==> src/design/scan_pkg.sv <==
// constants and types shared by the scan sequencer files
// Notes on behaviour
// upper scans convert from start channel rising through the top channel
// start channel comes from the four-bit start channel select field
// upper scan from N stores channels-minus-N results (16, 8 or 4 channel parts)
// internal-clock upper scan may average each channel before storing
// external-clock upper scan never averages; each result passes as is
// custom scans convert only enabled channels, ascending, each result stored
// a custom sequence holds at most sixteen conversions
// custom channel set comes from two host-written enable registers
// internal-clock custom scan may average each enabled channel
// host writes enables and start channel before selecting a scan mode
// external-clock scans step once per host frame, not the internal oscillator
`default_nettype none
package scan_pkg;
	localparam int           ADDR_W        = 4;
	localparam int           DATA_W        = 16;
	localparam int           CH_W          = 4;
	localparam int           RES_W         = 12;
	localparam int           NUM_CH        = 16;
	localparam int           AVG_W         = 3;
	localparam int           CNT_W         = 5;
	// register offsets
	localparam logic [3:0]   OFS_MODE      = 4'h0;
	localparam logic [3:0]   OFS_EN_LOW    = 4'h1;
	localparam logic [3:0]   OFS_EN_HIGH   = 4'h2;
	localparam logic [3:0]   OFS_STATUS    = 4'h3;
	localparam logic [3:0]   OFS_COUNT     = 4'h4;
	// mode word fields
	localparam int           F_CHSEL_LO    = 0;
	localparam int           F_SCAN_LO     = 4;
	localparam int           F_AVG_LO      = 7;
	localparam int           F_AVG_EN      = 10;
	localparam int           F_PARTS_LO    = 11;
	localparam logic [15:0]  MODE_RST      = 16'h0000;
	localparam logic [7:0]   EN_RST        = 8'h00;
	localparam logic [4:0]   MAX_CONV      = 5'h10;
	// part channel counts
	localparam logic [4:0]   PART_16       = 5'h10;
	localparam logic [4:0]   PART_8        = 5'h08;
	localparam logic [4:0]   PART_4        = 5'h04;
	typedef enum logic [2:0] {
		SCAN_IDLE      = 3'b000,
		SCAN_UPPER_INT = 3'b001,
		SCAN_UPPER_EXT = 3'b010,
		SCAN_CUST_INT  = 3'b011,
		SCAN_CUST_EXT  = 3'b100
	} scan_mode_t;
	typedef enum logic [1:0] {
		ST_IDLE = 2'b00,
		ST_REQ  = 2'b01,
		ST_WAIT = 2'b10,
		ST_DONE = 2'b11
	} seq_state_t;
endpackage : scan_pkg
`default_nettype wire

==> src/design/avg_if.sv <==
// interface between sequencer and averaging unit
`timescale 1ns/100ps
`default_nettype none
interface avg_if;
	import scan_pkg::*;
	logic              in_valid;
	logic [RES_W-1:0]  in_data;
	logic              start;
	logic [AVG_W-1:0]  shift;
	logic              out_valid;
	logic [RES_W-1:0]  out_data;
	modport seq (output in_valid, in_data, start, shift, input out_valid, out_data);
	modport avg (input in_valid, in_data, start, shift, output out_valid, out_data);
endinterface : avg_if
`default_nettype wire

==> src/design/adc_scan_sequencer.sv <==
// channel scan sequencer with register port and conversion handshake
`timescale 1ns/100ps
`default_nettype none
module adc_scan_sequencer (
	// clock, reset, enable
	input  wire logic                        CLK_I,
	input  wire logic                        RST_N_I,
	input  wire logic                        CE_I,
	// register port
	input  wire logic [scan_pkg::ADDR_W-1:0] ADDR_I,
	input  wire logic [scan_pkg::DATA_W-1:0] WDATA_I,
	input  wire logic                        WR_I,
	input  wire logic                        RD_I,
	output logic      [scan_pkg::DATA_W-1:0] RDATA_O,
	// host frame pin (external clock pacing)
	input  wire logic                        FRAME_I,
	// converter handshake
	output logic                             CONV_REQ_O,
	output logic      [scan_pkg::CH_W-1:0]   CONV_CH_O,
	input  wire logic                        CONV_DONE_I,
	input  wire logic [scan_pkg::RES_W-1:0]  CONV_DATA_I,
	// result stream toward the fifo
	output logic                             RES_VALID_O,
	output logic      [scan_pkg::RES_W-1:0]  RES_DATA_O,
	output logic      [scan_pkg::CH_W-1:0]   RES_CH_O,
	output logic                             SCAN_DONE_O
);
	import scan_pkg::*;

	logic [DATA_W-1:0] mode_q;
	logic [7:0]        en_low_q, en_high_q;
	logic [DATA_W-1:0] rdata_q;
	seq_state_t        state_q;
	logic [CH_W-1:0]   ch_q;
	logic [CNT_W-1:0]  count_q;
	logic              done_q, busy_q;
	logic              res_v_q;
	logic [RES_W-1:0]  res_d_q;
	logic [CH_W-1:0]   res_ch_q;
	logic [2:0]        frm_q;
	avg_if             avg ();

	// mode word decode
	wire [CH_W-1:0]   start_channel_select = mode_q[F_CHSEL_LO +: CH_W];
	wire [2:0]        scan_field  = mode_q[F_SCAN_LO +: 3];
	wire [AVG_W-1:0]  avg_field   = mode_q[F_AVG_LO +: AVG_W];
	wire              avg_enable  = mode_q[F_AVG_EN];
	wire [1:0]        parts_field = mode_q[F_PARTS_LO +: 2];
	wire [4:0]        top_count   = (parts_field == 2'b01) ? PART_8 :
	                                (parts_field == 2'b10) ? PART_4 : PART_16;
	wire              ext_mode    = (scan_field == SCAN_UPPER_EXT) ||
	                                (scan_field == SCAN_CUST_EXT);
	wire              cust_mode   = (scan_field == SCAN_CUST_INT) ||
	                                (scan_field == SCAN_CUST_EXT);
	wire              mode_valid  = (scan_field != SCAN_IDLE) &&
	                                (scan_field <= SCAN_CUST_EXT);
	wire              use_avg     = avg_enable && !ext_mode;
	wire [15:0]       custom_channel_enable = {en_high_q, en_low_q};

	// register decode
	wire wr_mode = WR_I && (ADDR_I == OFS_MODE);
	wire wr_enl  = WR_I && (ADDR_I == OFS_EN_LOW);
	wire wr_enh  = WR_I && (ADDR_I == OFS_EN_HIGH);

	// next channel search: enabled channel above the current one
	logic [CH_W-1:0] next_ch;
	logic            next_ok;
	wire  [4:0]      upper_lim = top_count;
	always_comb begin
		next_ok = 1'b0;
		next_ch = '0;
		for (int i = NUM_CH - 1; i >= 0; i--) begin
			if (5'(i) > 5'(ch_q) && 5'(i) < upper_lim) begin
				if (!cust_mode || custom_channel_enable[i]) begin
					next_ok = 1'b1;
					next_ch = CH_W'(i);
				end
			end
		end
	end

	// first channel of a scan
	logic [CH_W-1:0] first_ch;
	logic            first_ok;
	always_comb begin
		first_ok = 1'b0;
		first_ch = '0;
		for (int i = NUM_CH - 1; i >= 0; i--) begin
			if (5'(i) < upper_lim) begin
				if (cust_mode ? custom_channel_enable[i]
				              : (CH_W'(i) >= start_channel_select)) begin
					first_ok = 1'b1;
					first_ch = CH_W'(i);
				end
			end
		end
	end

	// host frame pin synchroniser; a level counts once the last two stages agree
	logic frame_lvl_q;
	wire  frame_agree = (frm_q[1] == frm_q[2]);
	wire  frame_rise  = frame_agree && frm_q[2] && !frame_lvl_q;
	always_ff @(posedge CLK_I or negedge RST_N_I) begin
		if (!RST_N_I) begin
			frm_q       <= '0;
			frame_lvl_q <= 1'b0;
		end else if (CE_I) begin
			frm_q <= {frm_q[1:0], FRAME_I};
			if (frame_agree) frame_lvl_q <= frm_q[2];
		end
	end

	// registers written by software
	always_ff @(posedge CLK_I or negedge RST_N_I) begin
		if (!RST_N_I) begin
			mode_q    <= MODE_RST;
			en_low_q  <= EN_RST;
			en_high_q <= EN_RST;
		end else if (CE_I) begin
			if (wr_mode) mode_q <= WDATA_I;
			if (wr_enl) en_low_q  <= WDATA_I[7:0];
			if (wr_enh) en_high_q <= WDATA_I[7:0];
		end
	end

	// read data, one cycle after the strobe
	wire [DATA_W-1:0] rd_mux =
		(ADDR_I == OFS_MODE)    ? mode_q :
		(ADDR_I == OFS_EN_LOW)  ? {8'h00, en_low_q} :
		(ADDR_I == OFS_EN_HIGH) ? {8'h00, en_high_q} :
		(ADDR_I == OFS_STATUS)  ? {12'h000, done_q, busy_q, state_q} :
		(ADDR_I == OFS_COUNT)   ? {11'h000, count_q} : 16'h0000;
	always_ff @(posedge CLK_I or negedge RST_N_I) begin
		if (!RST_N_I) rdata_q <= '0;
		else if (CE_I) rdata_q <= RD_I ? rd_mux : 16'h0000;
	end
	assign RDATA_O = rdata_q;

	// step conditions; a mean arrives while the next request waits, so that request is held
	wire req_go   = ext_mode ? frame_rise : 1'b1;
	wire cap_full = (count_q + 5'(1)) >= MAX_CONV;
	wire samp_in  = CONV_DONE_I && state_q == ST_WAIT;
	wire avg_end  = use_avg && avg.out_valid && state_q == ST_REQ;
	wire ch_done  = use_avg ? avg_end : samp_in;
	wire res_in   = ch_done;
	wire more_ch  = next_ok && !(cust_mode && cap_full);

	// scan state machine
	always_ff @(posedge CLK_I or negedge RST_N_I) begin
		if (!RST_N_I) begin
			state_q <= ST_IDLE;
			ch_q    <= '0;
			count_q <= '0;
			busy_q  <= 1'b0;
			done_q  <= 1'b0;
		end else if (CE_I && ch_done) begin
			count_q <= count_q + 5'(1);
			if (more_ch) begin
				ch_q    <= next_ch;
				state_q <= ST_REQ;
			end else begin
				state_q <= ST_DONE;
			end
		end else if (CE_I) begin
			case (state_q)
				ST_IDLE: begin
					if (wr_mode) done_q <= 1'b0;
					if (mode_valid && !done_q && first_ok && !wr_mode) begin
						ch_q    <= first_ch;
						count_q <= '0;
						busy_q  <= 1'b1;
						state_q <= ST_REQ;
					end
				end
				ST_REQ: begin
					if (req_go) state_q <= ST_WAIT;
				end
				ST_WAIT: begin
					if (samp_in) state_q <= ST_REQ;                         // next sample of the mean
				end
				ST_DONE: begin
					busy_q  <= 1'b0;
					done_q  <= 1'b1;
					state_q <= ST_IDLE;
				end
				default: state_q <= ST_IDLE;
			endcase
		end
	end
	assign CONV_REQ_O  = (state_q == ST_REQ) && req_go && !avg_end;
	assign CONV_CH_O   = ch_q;
	assign SCAN_DONE_O = done_q;

	// averaging unit hookup
	assign avg.in_valid = use_avg && samp_in;
	assign avg.in_data  = CONV_DATA_I;
	assign avg.start    = (state_q == ST_IDLE);
	assign avg.shift    = avg_field;
	scan_avg u_avg (
		.clk_i   (CLK_I),
		.rst_n_i (RST_N_I),
		.ce_i    (CE_I),
		.bus     (avg.avg)
	);

	// result register toward the fifo
	always_ff @(posedge CLK_I or negedge RST_N_I) begin
		if (!RST_N_I) begin
			res_v_q  <= 1'b0;
			res_d_q  <= '0;
			res_ch_q <= '0;
		end else if (CE_I) begin
			res_v_q <= res_in;
			if (res_in) begin
				res_d_q  <= use_avg ? avg.out_data : CONV_DATA_I;
				res_ch_q <= ch_q;
			end
		end
	end
	assign RES_VALID_O = res_v_q;
	assign RES_DATA_O  = res_d_q;
	assign RES_CH_O    = res_ch_q;

	// last stored channel of the running scan, for the order check
	logic [CH_W-1:0] prev_ch_q;
	logic            prev_v_q;
	always_ff @(posedge CLK_I or negedge RST_N_I) begin
		if (!RST_N_I) begin
			prev_ch_q <= '0;
			prev_v_q  <= 1'b0;
		end else if (CE_I) begin
			if (state_q == ST_IDLE) begin
				prev_v_q <= 1'b0;
			end else if (RES_VALID_O) begin
				prev_v_q  <= 1'b1;
				prev_ch_q <= RES_CH_O;
			end
		end
	end
endmodule : adc_scan_sequencer
`default_nettype wire

==> src/design/scan_avg.sv <==
// per-channel result averaging unit
`timescale 1ns/100ps
`default_nettype none
module scan_avg (
	input  wire logic clk_i,
	input  wire logic rst_n_i,
	input  wire logic ce_i,
	avg_if.avg        bus
);
	import scan_pkg::*;
	localparam int ACC_W = RES_W + 8;
	logic [ACC_W-1:0] acc_q;
	logic [7:0]       n_q;
	logic [RES_W-1:0] out_q;
	logic             ov_q;
	wire  [7:0]       n_total = 8'(1) << bus.shift;
	wire  [ACC_W-1:0] acc_sum = acc_q + ACC_W'(bus.in_data);
	wire              last    = bus.in_valid && (n_q + 8'(1) == n_total);

	// accumulate 2^shift samples, emit the mean
	always_ff @(posedge clk_i or negedge rst_n_i) begin
		if (!rst_n_i) begin
			acc_q <= '0;
			n_q   <= '0;
			out_q <= '0;
			ov_q  <= 1'b0;
		end else if (ce_i) begin
			ov_q <= last;
			if (bus.start) begin
				acc_q <= '0;
				n_q   <= '0;
			end else if (last) begin
				out_q <= RES_W'(acc_sum >> bus.shift);
				acc_q <= '0;
				n_q   <= '0;
			end else if (bus.in_valid) begin
				acc_q <= acc_sum;
				n_q   <= n_q + 8'(1);
			end
		end
	end
	assign bus.out_valid = ov_q;
	assign bus.out_data  = out_q;
endmodule : scan_avg
`default_nettype wire

==> config.mk <==
export PLATFORM = sky130hd
export DESIGN_NAME = adc_scan_sequencer
export DESIGN_NICKNAME = d
export VERILOG_FILES = /design/src/design/scan_pkg.sv /design/src/design/avg_if.sv /design/src/design/adc_scan_sequencer.sv /design/src/design/scan_avg.sv
export SDC_FILE = /design/constraint.sdc
export NUM_CORES = 1
export LEC_CHECK = 0
export BUFFER_PORTS_ARGS = -buffer_cell sky130_fd_sc_hd__buf_2
export CORE_MARGIN = 3
export CORE_UTILIZATION = 55
export CTS_CLUSTER_DIAMETER = 150
export DETAILED_ROUTE_END_ITERATION = 12
export GPL_TIMING_DRIVEN = 1
export PLACE_DENSITY_LB_ADDON = 0.3
export SYNTH_ARGS = -nofsm -noshare
export SYNTH_HDL_FRONTEND = slang
export SYNTH_SLANG_ARGS = --single-unit
==> constraint.sdc <==
create_clock -name CLK_I -period 4.1 [get_ports CLK_I]
set_clock_uncertainty 0.05 [all_clocks]
set_input_delay 0.82 -clock CLK_I [delete_from_list [all_inputs] [get_ports CLK_I]]
set_output_delay 0.82 -clock CLK_I [all_outputs]
set_load 0.01 [all_outputs]
==> results of run 1 <==
[layout make-up]
cell class,count,area (um^2)
clock buffer,17,425
clock inverter,14,160
fill,1265,5220
inverter,49,184
multi-input combinational,775,5010
sequential,122,3050
tap,184,230
timing repair buffer,102,576
[critical path: cells and delay by family, from the launching register on]
kind | cells | cell delay, ns
AOI/OAI and AO/OA | 5 | 1.49
DFF | 1 | 0.71
and+or+nand+nor | 2 | 0.65
muxes | 1 | 0.28
[kinds of logic (layout without fill, tap and decap cells)]
kind of cell | count (synthesis) | in the layout
XOR/XNOR | 19 | 19
AND/OR/NAND/NOR | 340 | 340
multiplexers | 57 | 57
buffers and inverters | 118 | 182
adder cells (fa/ha/maj) | 22 | 22
flip-flops | 122 | 122
AO/OA/AOI/OAI | 337 | 337
[placed cells by master, fill, tap and decap left out, types with 7 or more instances in the layout]
cell type and n:
inv_1 48, nor2_1 70, nand3_1 25, o22ai_1 10, mux2i_1 20, mux2_2 33, nand2_1 120, a31oi_1 8
buf_2 76, nor2b_1 10, or3_1 9, o2111ai_1 8, o211ai_1 10, nor3_1 25, ha_1 21, o21a_1 7
and2_1 13, o21ai_0 116, a21o_1 7, clkbuf_16 17, o31ai_1 26, nand2b_1 11, dfrtp_1 122, a21oi_1 58
buf_4 26, a211oi_1 17, xnor2_1 13
[registers in the layout (all words and copies together), names as in the netlist, 5 cells and up]
signal / flops
u_avg.acc_q: 19
RDATA_O: 16
mode_q: 16
RES_DATA_O: 12
u_avg.bus.out_data: 12
en_high_q: 8
en_low_q: 8
u_avg.n_q: 8
count_q: 5
[stage by stage]
| stage | utilization | power, W | hold slack (ns) | cell area, um^2 | setup slack (ns) |
|---|---|---|---|---|---|
| finish | 0.649 | 0.00610 | 0.417 | 9640 | 0.779 |
| CTS | 0.649 | 0.00606 | 0.424 | 9640 | 0.862 |
| global placement | 0.609 | 0.00447 | 0.407 | 9060 | 0.595 |
| global route | 0.649 | 0.00650 | 0.441 | 9640 | 0.511 |
| floorplan | - | 0.00372 | 0.396 | 8530 | 0.998 |
| detailed placement | 0.609 | 0.00451 | 0.409 | 9060 | 0.595 |
[power breakdown]
part	total (W)	switching (W)	internal (W)
Sequential	0.00185	0.000374	0.00148
Combinational	0.00272	0.00165	0.00108
Clock	0.00153	0.000621	0.000906
Total	0.00610	0.00264	0.00346
[worst max-delay path by stage]
stage / slack (ns) / cells past startpoint / startpoint / to
2_1_floorplan: 1.0 / 11 / CONV_DATA_I[0] / u_avg.bus.out_data[4]$_DFFE_PN0P_
3_3_place_gp: 0.59 / 12 / CONV_DATA_I[0] / u_avg.bus.out_data[9]$_DFFE_PN0P_
3_5_place_dp: 0.59 / 12 / CONV_DATA_I[0] / u_avg.bus.out_data[4]$_DFFE_PN0P_
4_1_cts: 0.86 / 10 / u_avg.n_q[0]$_DFFE_PN0P_ / u_avg.acc_q[15]$_DFFE_PN0P_
5_1_grt: 0.51 / 8 / mode_q[5]$_DFFE_PN0P_ / state_q[1]$_DFFE_PN0P_
6_report: 0.78 / 8 / mode_q[5]$_DFFE_PN0P_ / state_q[1]$_DFFE_PN0P_
[routing by layer]
metal / GRT usage / up-vias / share of wire
met5: 0 / - / 0
met4: 0.0811 / 0 / 0.015
met3: 0.0772 / 50 / 0.097
met2: 0.446 / 415 / 0.44
met1: 0.468 / 3857 / 0.45
li1: - / 3843 / -
==> flow_summary_export.csv, run 1 <==
group,metric,value,unit
clocking,clk_latency,0.43,ns
clocking,clockBufferDepth,2,
route,viasPerCell,6.46,
clocking,numCtsBuffers,17,
cells_and_area,final_net_count,1128,
power,powerDensity,633,nW/um^2
worst_setup_path,critPathMaxStageDelay,0.71,ns
sta,setup_violations,0,
min_path,holdPathEnd,"RES_CH_O[2]$_DFFE_PN0P_",
place,dp_cells,1232,
clocking,cts_tree,"done",
synth,synth.most_common_cell,"dfrtp_1",
place,io_buffer_count,77,
floorplan,core,14900,um^2
worst_setup_path,worstReg2RegEnd,"state_q[1]$_DFFE_PN0P_",
floorplan,die_w,131,um
clocking,post_cts_buffers,0,
power,cellLeakagePower,4.20,nW
worst_setup_path,r2r_slack,0.78,ns
floorplan,start_util,0.574,
synth,synth_largest_area_cell,"dfrtp_1",
min_path,min_path_type,"reg2reg",
sta,rsz0062_at_grt,"false",
global_routing,grt_max_degree,65,
clocking,clk_pin_slew,0.06,ns
floorplan,die_y,131,um
floorplan,die-area,17000,um^2
synth,syn-cell-area,8530,um^2
clocking,clock-root-buffer,"clkbuf_16",
global_routing,antenna_found_initial,0,
synth,synth.distinct_cells,89,
synth,synthMuxAreaShare,0.0776,
synth,synth_top_area_frac,0.358,
sta,hold_viol,0,
clocking,cts_resized,0,
worst_setup_path,ff2ff_path_depth,8,
worst_setup_path,r2r-start,"mode_q[5]$_DFFE_PN0P_",
synth,synth_nets,1076,
worst_setup_path,crit_top_cell,"a32oi_1",
place,place_congestion,0.982,
status,outcome,"completed",
clocking,htree_levels,4,
synth,synth-compound-area-share,0.260,
floorplan,rows,44,
sta,final_max_slew_viol_count,0,
sta,period_needed,3.32,ns
synth,synthSimpleGateAreaFrac,0.198,
cells_and_area,stdcell_count,1263,
worst_setup_path,required,4.34,ns
synth,ys_ff_latch,122,
worst_setup_path,path_max_fanout,20,
sta,fin_crit_sh,0.810,
cells_and_area,area_growth,13.1,%
worst_setup_path,crit_arrival,3.56,ns
worst_setup_path,crit_chain,"nand3b_1 -> a32oi_1 -> a32oi_1 -> nand2_1 -> o21ai_0 -> a221oi_1 -> mux2i_1 -> a21oi_1",
route,drt_iter0_markers,1105,
worst_setup_path,worstSetupStartpointType,"flop",
synth,synth_enable_flop_cells,0,
global_routing,grt_overflow,0,
global_routing,grt_first_pass_wirelength,41.2,mm
clocking,numClockSinks,122,
synth,synthArstFlopShare,1.00,
global_routing,grt_pass1_vias,7521,
synth,synth_top_family_by_area,"compound AO/OA/AOI/OAI gates",
synth,synth_top_flop_cell,"dfrtp_1",
synth,synthXorXnorAreaFrac,0.0195,
route,avgRoutedWirePerCell,20.2,um
worst_setup_path,critical_path_class,"reg2reg",
route,drc,0,
min_path,hp-start,"RES_CH_O[2]$_DFFE_PN0P_",
synth,synth_common_cells,"122 x dfrtp_1, 120 x nand2_1, 117 x o21ai_0",
route,drt-total-wl,25.5,mm
cells_and_area,antenna_cells,0,
route,routed-via-count,8165,
synth,synth-adder-area-share,0.0332,
clocking,cts_hold_buf,0,
sta,worstMarginPinSlew,0.856,ns
synth,synth_seq_area_share,0.358,
worst_setup_path,crit_path_top_delay_cell,"dfrtp_1",
sta,max-slew-margin-rel,0.429,
synth,synth_area_leaders,"dfrtp_1 36%, o21ai_0 6.9%, nand2_1 5.3%",
route,drtPass1Iterations,6,
global_routing,track_usage,0.310,
synth,synth.avg_cell_area,8.40,um^2
min_path,hold_path_depth,2,
run,timing.max_cap.violations,0,
worst_setup_path,endpoint_kind,"flop",
route,detail-route-antenna-nets,0,
sta,fmax,0.301,GHz
floorplan,ioPinCount,78,
sta,fin_tns_setup,0,ns
power,irDropWorstVdd,0.395,mV
cells_and_area,drive_gt1_frac,0.177,
synth,yosysWarningCount,0,
place,hpwl,18.6,mm
synth,synthCells,1015,
(Power assumes the default switching activity.)
==> run 2, diff against run 1 <==
- clock period: 4.1 -> 3.43 ns (I/O delays scaled with it)
==> flow_summary_export.csv, run 2 (synthesis results as in run 1) <==
group,metric,value,unit
global_routing,grt_pass1_vias,7728,
power,irDropWorstVdd,0.465,mV
cells_and_area,regMostFlops,"u_avg.acc_q",
sta,fmax,0.318,GHz
place,hpwl,18.3,mm
sta,final_max_slew_viol_count,0,
clocking,numCtsBuffers,17,
clocking,clk_latency,0.43,ns
cells_and_area,final_common_cell,"dfrtp_1",
route,wl_met3,2.47,mm
cells_and_area,drive_gt1_frac,0.185,
sta,hold_viol,0,
route,detail-route-antenna-nets,0,
clocking,clockBufferDepth,2,
cells_and_area,fill_cells,1274,
worst_setup_path,required,3.69,ns
worst_setup_path,path_max_fanout,13,
clocking,post_cts_buffers,0,
sta,setup_violations,0,
floorplan,start_util,0.574,
cells_and_area,antenna_cells,0,
floorplan,die_w,131,um
cells_and_area,largest_reg_flops,19,
route,viasPerCell,6.49,
route,drc,0,
cells_and_area,regArea,3050,um^2
worst_setup_path,crit_arrival,3.40,ns
floorplan,die-area,17000,um^2
worst_setup_path,endpoint_kind,"flop",
place,io_buffer_count,77,
clocking,numClockSinks,122,
power,powerDensity,760,nW/um^2
cells_and_area,final_net_count,1138,
floorplan,core,14900,um^2
clocking,clk_pin_slew,0.06,ns
route,top_layer_used,"met4",
clocking,htree_levels,4,
global_routing,grt_max_degree,95,
power,cellLeakagePower,4.29,nW
route,avgRoutedWirePerCell,19.7,um
route,drt-total-wl,25.1,mm
sta,period_needed,3.15,ns
global_routing,grt_overflow,0,
clocking,clock-root-buffer,"clkbuf_16",
global_routing,grt_first_pass_wirelength,41.0,mm
floorplan,die_y,131,um
run,timing.max_cap.violations,0,
global_routing,track_usage,0.306,
route,drt-met1-wl,11.0,mm
sta,max-slew-margin-rel,0.546,
cells_and_area,area_growth,14.9,%
sta,fin_tns_setup,0,ns
worst_setup_path,critical_path_class,"reg2reg",
sta,worstMarginPinSlew,0.662,ns
sta,fin_crit_sh,0.917,
sta,rsz0062_at_grt,"false",
route,wl_met2,11.0,mm
worst_setup_path,worstSetupStartpointType,"flop",
place,placed_area,9170,um^2
floorplan,rows,44,
route,routed-via-count,8269,
place,place_congestion,0.998,
global_routing,antenna_found_initial,0,
clocking,cts_tree,"done",
route,drt_iter0_markers,1117,
min_path,min_path_type,"in2async",
cells_and_area,final_area,9800,um^2
status,outcome,"completed",
cells_and_area,multi_input_area,5020,um^2
route,drtPass1Iterations,7,
sta,whs,0.138,ns
cells_and_area,layout_common_cells,"122 x dfrtp_1, 120 x nand2_1, 115 x o21ai_0",
floorplan,ioPinCount,78,
[run 2: layer usage]
| layer | vias to the layer above | track usage |
|---|---|---|
| li1 | 3849 | - |
| met1 | 3902 | 0.455 |
| met2 | 452 | 0.447 |
| met3 | 66 | 0.0565 |
| met4 | 0 | 0.109 |
| met5 | - | 0 |
[run 2: path summary, 6_finish.rpt]
kind                       depth (start not counted)                    endpoint  slack [ns]                     from
min in group CLK_I                                 2     RES_CH_O[0]$_DFFE_PN0P_        0.42  RES_CH_O[0]$_DFFE_PN0P_
max in group asynchronous                          2  u_avg.acc_q[4]$_DFFE_PN0P_        2.36                  RST_N_I
min                                                1     RES_CH_O[3]$_DFFE_PN0P_        0.14                  RST_N_I
min reg2reg                                        2     RES_CH_O[0]$_DFFE_PN0P_        0.42  RES_CH_O[0]$_DFFE_PN0P_
max                                                7    CONV_CH_O[1]$_DFFE_PN0P_        0.28    mode_q[4]$_DFFE_PN0P_
max reg2reg                                        7    CONV_CH_O[1]$_DFFE_PN0P_        0.28    mode_q[4]$_DFFE_PN0P_
[run 2: layout make-up]
class / count / share of cell area
Multi-Input combinational cell: 775 / 0.513
Sequential cell: 122 / 0.312
Timing Repair Buffer: 112 / 0.0702
Clock buffer: 20 / 0.0466
Tap cell: 184 / 0.0235
Inverter: 49 / 0.0188
Clock inverter: 12 / 0.0167
[run 2: worst max-delay path: stages, from the launching register on]
cell	delay [ns]
dfrtp_1	0.53
and3b_1	0.38
or4_1	0.56
o2bb2ai_1	0.18
o41a_1	0.39
o2111a_1	0.32
a21oi_2	0.25
mux2_2	0.36
[run 2: power breakdown]
part / switching [W] / total, W / internal, W
clock: 0.000723 / 0.00191 / 0.00119
combinational: 0.00200 / 0.00335 / 0.00135
sequential: 0.000414 / 0.00218 / 0.00176
total: 0.00314 / 0.00745 / 0.00431
[run 2: per-stage QoR]
| stage | total power, W | std cells | setup slack [ns] | util |
|---|---|---|---|---|
| final | 0.00745 | 1274 | 0.284 | 0.659 |
| after global routing | 0.00794 | 1274 | 0.0348 | 0.659 |
| after CTS | 0.00738 | 1274 | 0.313 | 0.659 |
| after detailed placement | 0.00545 | 1242 | 0.0515 | 0.617 |
| after global placement | 0.00540 | 1242 | 0.121 | 0.617 |
| after floorplan | 0.00444 | 1015 | 0.462 | - |
[run 2: repair_timing]
| item | 4_1_cts | 5_1_grt |
|---|---|---|
| hold buffers | 0 | 0 |
| gates resized for setup | 0 | 3 |
| endpoints found under the setup margin | 0 | 2 |
| hold endpoints to repair | 0 | 0 |
==> run 3, diff against run 2 <==
- CORE_UTILIZATION: 55 -> 50
- CTS_CLUSTER_DIAMETER: 150 -> 50
- GPL_TIMING_DRIVEN: 1 -> not set
==> flow_summary_export.csv, run 3 (synthesis results as in run 1) <==
group,metric,value,unit
global_routing,grt_overflow,0,
worst_setup_path,worstReg2RegEnd,"CONV_CH_O[3]$_DFFE_PN0P_",
worst_setup_path,r2r_slack,0.29,ns
cells_and_area,final_common_cell,"dfrtp_1",
route,routed-via-count,8292,
route,drt-total-wl,26.1,mm
cells_and_area,layout_common_cells,"122 x dfrtp_1, 120 x nand2_1, 116 x o21ai_0",
sta,worstMarginPinSlew,0.666,ns
sta,fmax,0.318,GHz
power,p_sw_frac,0.419,
global_routing,antenna_found_initial,0,
cells_and_area,regArea,3050,um^2
clocking,htree_levels,4,
power,power.net_switching,0.00312,W
floorplan,ioPinCount,78,
cells_and_area,drive_gt1_frac,0.186,
sta,hold_viol,0,
route,drt_iter0_markers,935,
cells_and_area,regMostFlops,"u_avg.acc_q",
route,avgRoutedWirePerCell,19.8,um
global_routing,grt_pass1_vias,7717,
cells_and_area,fill_cells,1452,
clocking,clockBufferDepth,2,
clocking,cts_resized,0,
power,p_comb_frac,0.448,
cells_and_area,antenna_cells,0,
floorplan,start_util,0.512,
clocking,cts_hold_buf,0,
clocking,post_cts_buffers,0,
route,drc,0,
place,io_buffer_count,77,
worst_setup_path,ff2ff_path_depth,7,
sta,setup_violations,0,
cells_and_area,area_growth,15.5,%
floorplan,die_y,137,um
worst_setup_path,worstSetupStartpointType,"flop",
clocking,clk_pin_slew,0.06,ns
global_routing,track_usage,0.288,
status,outcome,"completed",
sta,max-slew-margin-rel,0.554,
clocking,clock-root-buffer,"clkbuf_16",
worst_setup_path,path_max_fanout,11,
power,p_int,0.00433,W
worst_setup_path,r2r-start,"mode_q[4]$_DFFE_PN0P_",
sta,fin_crit_sh,0.916,
worst_setup_path,endpoint_kind,"flop",
sta,period_needed,3.14,ns
worst_setup_path,critical_path_class,"reg2reg",
cells_and_area,multi_input_area,5010,um^2
sta,fin_tns_setup,0,ns
power,sequentialPowerShare,0.295,
worst_setup_path,required,3.68,ns
power,powerDensity,757,nW/um^2
power,irDropWorstVdd,0.377,mV
power,cellLeakagePower,4.30,nW
place,dp_cells,1282,
route,drtPass1Iterations,7,
power,clkPwrFrac,0.258,
global_routing,grt_first_pass_wirelength,41.9,mm
place,place_congestion,0.969,
min_path,min_path_type,"in2async",
place,hpwl,19.4,mm
sta,final_max_slew_viol_count,0,
floorplan,rows,47,
cells_and_area,final_net_count,1142,
sta,rsz0062_at_grt,"false",
floorplan,die-area,18700,um^2
floorplan,die_w,137,um
run,timing.max_cap.violations,0,
route,detail-route-antenna-nets,0,
cells_and_area,stdcell_count,1314,
route,viasPerCell,6.31,
clocking,numCtsBuffers,17,
clocking,clk_latency,0.42,ns
worst_setup_path,crit_arrival,3.39,ns
global_routing,grt_max_degree,49,
clocking,numClockSinks,122,
clocking,cts_tree,"done",
floorplan,core,16600,um^2
cells_and_area,largest_reg_flops,19,
run 3: through the flow:
step	setup WS (ns)	hold slack [ns]	util	total power (W)	area (um^2)
CTS	0.301	0.250	0.592	0.00742	9850
detailed placement	0.0578	0.416	0.554	0.00548	9220
finish	0.287	0.230	0.592	0.00745	9850
global placement	0.121	0.404	0.554	0.00545	9220
global route	0.0454	0.252	0.592	0.00794	9850
floorplan	0.462	0.340	-	0.00444	8530
run 3: routing by layer:
layer | wire, um | global-route usage | part of all wire | up-vias
li1 | - | - | - | 3858
met1 | 11100 | 0.396 | 0.43 | 3964
met2 | 12300 | 0.459 | 0.47 | 408
met3 | 1890 | 0.0482 | 0.072 | 62
met4 | 803 | 0.102 | 0.031 | 0
met5 | 0 | 0 | 0 | -
run 3: critical path, stage by stage, from the launching register on:
cell,delay (ns)
dfrtp_1,0.49
or3b_1,0.62
a211oi_2,0.39
o2bb2ai_1,0.13
o41a_1,0.42
o2111a_1,0.32
a21oi_2,0.24
mux2_2,0.37
run 3: power by group through the flow:
| stage | clock network (W) | logic (W) | registers [W] |
|---|---|---|---|
| floorplan | 0 | 0.00240 | 0.00204 |
| global placement | 0 | 0.00326 | 0.00220 |
| detailed placement | 0 | 0.00328 | 0.00220 |
| CTS | 0.00194 | 0.00330 | 0.00218 |
| global route | 0.00202 | 0.00369 | 0.00224 |
| finish | 0.00192 | 0.00334 | 0.00220 |
run 3: area by class of cell:
class / count / area share
sequential: 122 / 0.310
timing repair buffer: 116 / 0.0704
clock buffer: 19 / 0.0440
multi-input combinational: 775 / 0.509
clock inverter: 13 / 0.0196
inverter: 49 / 0.0187
tap: 220 / 0.0280
run 3: worst max path at each step:
| stage | slack [ns] | start | endpoint | cells after the start |
|---|---|---|---|---|
| after global placement | 0.12 | CONV_DATA_I[0] | u_avg.bus.out_data[4]$_DFFE_PN0P_ | 12 |
| after CTS | 0.30 | mode_q[4]$_DFFE_PN0P_ | CONV_CH_O[3]$_DFFE_PN0P_ | 7 |
| after detailed placement | 0.06 | CONV_DATA_I[0] | u_avg.bus.out_data[7]$_DFFE_PN0P_ | 12 |
| final | 0.29 | mode_q[4]$_DFFE_PN0P_ | CONV_CH_O[3]$_DFFE_PN0P_ | 7 |
| after global routing | 0.05 | u_avg.n_q[0]$_DFFE_PN0P_ | u_avg.acc_q[18]$_DFFE_PN0P_ | 8 |
| after floorplan | 0.46 | CONV_DATA_I[0] | u_avg.bus.out_data[4]$_DFFE_PN0P_ | 11 |
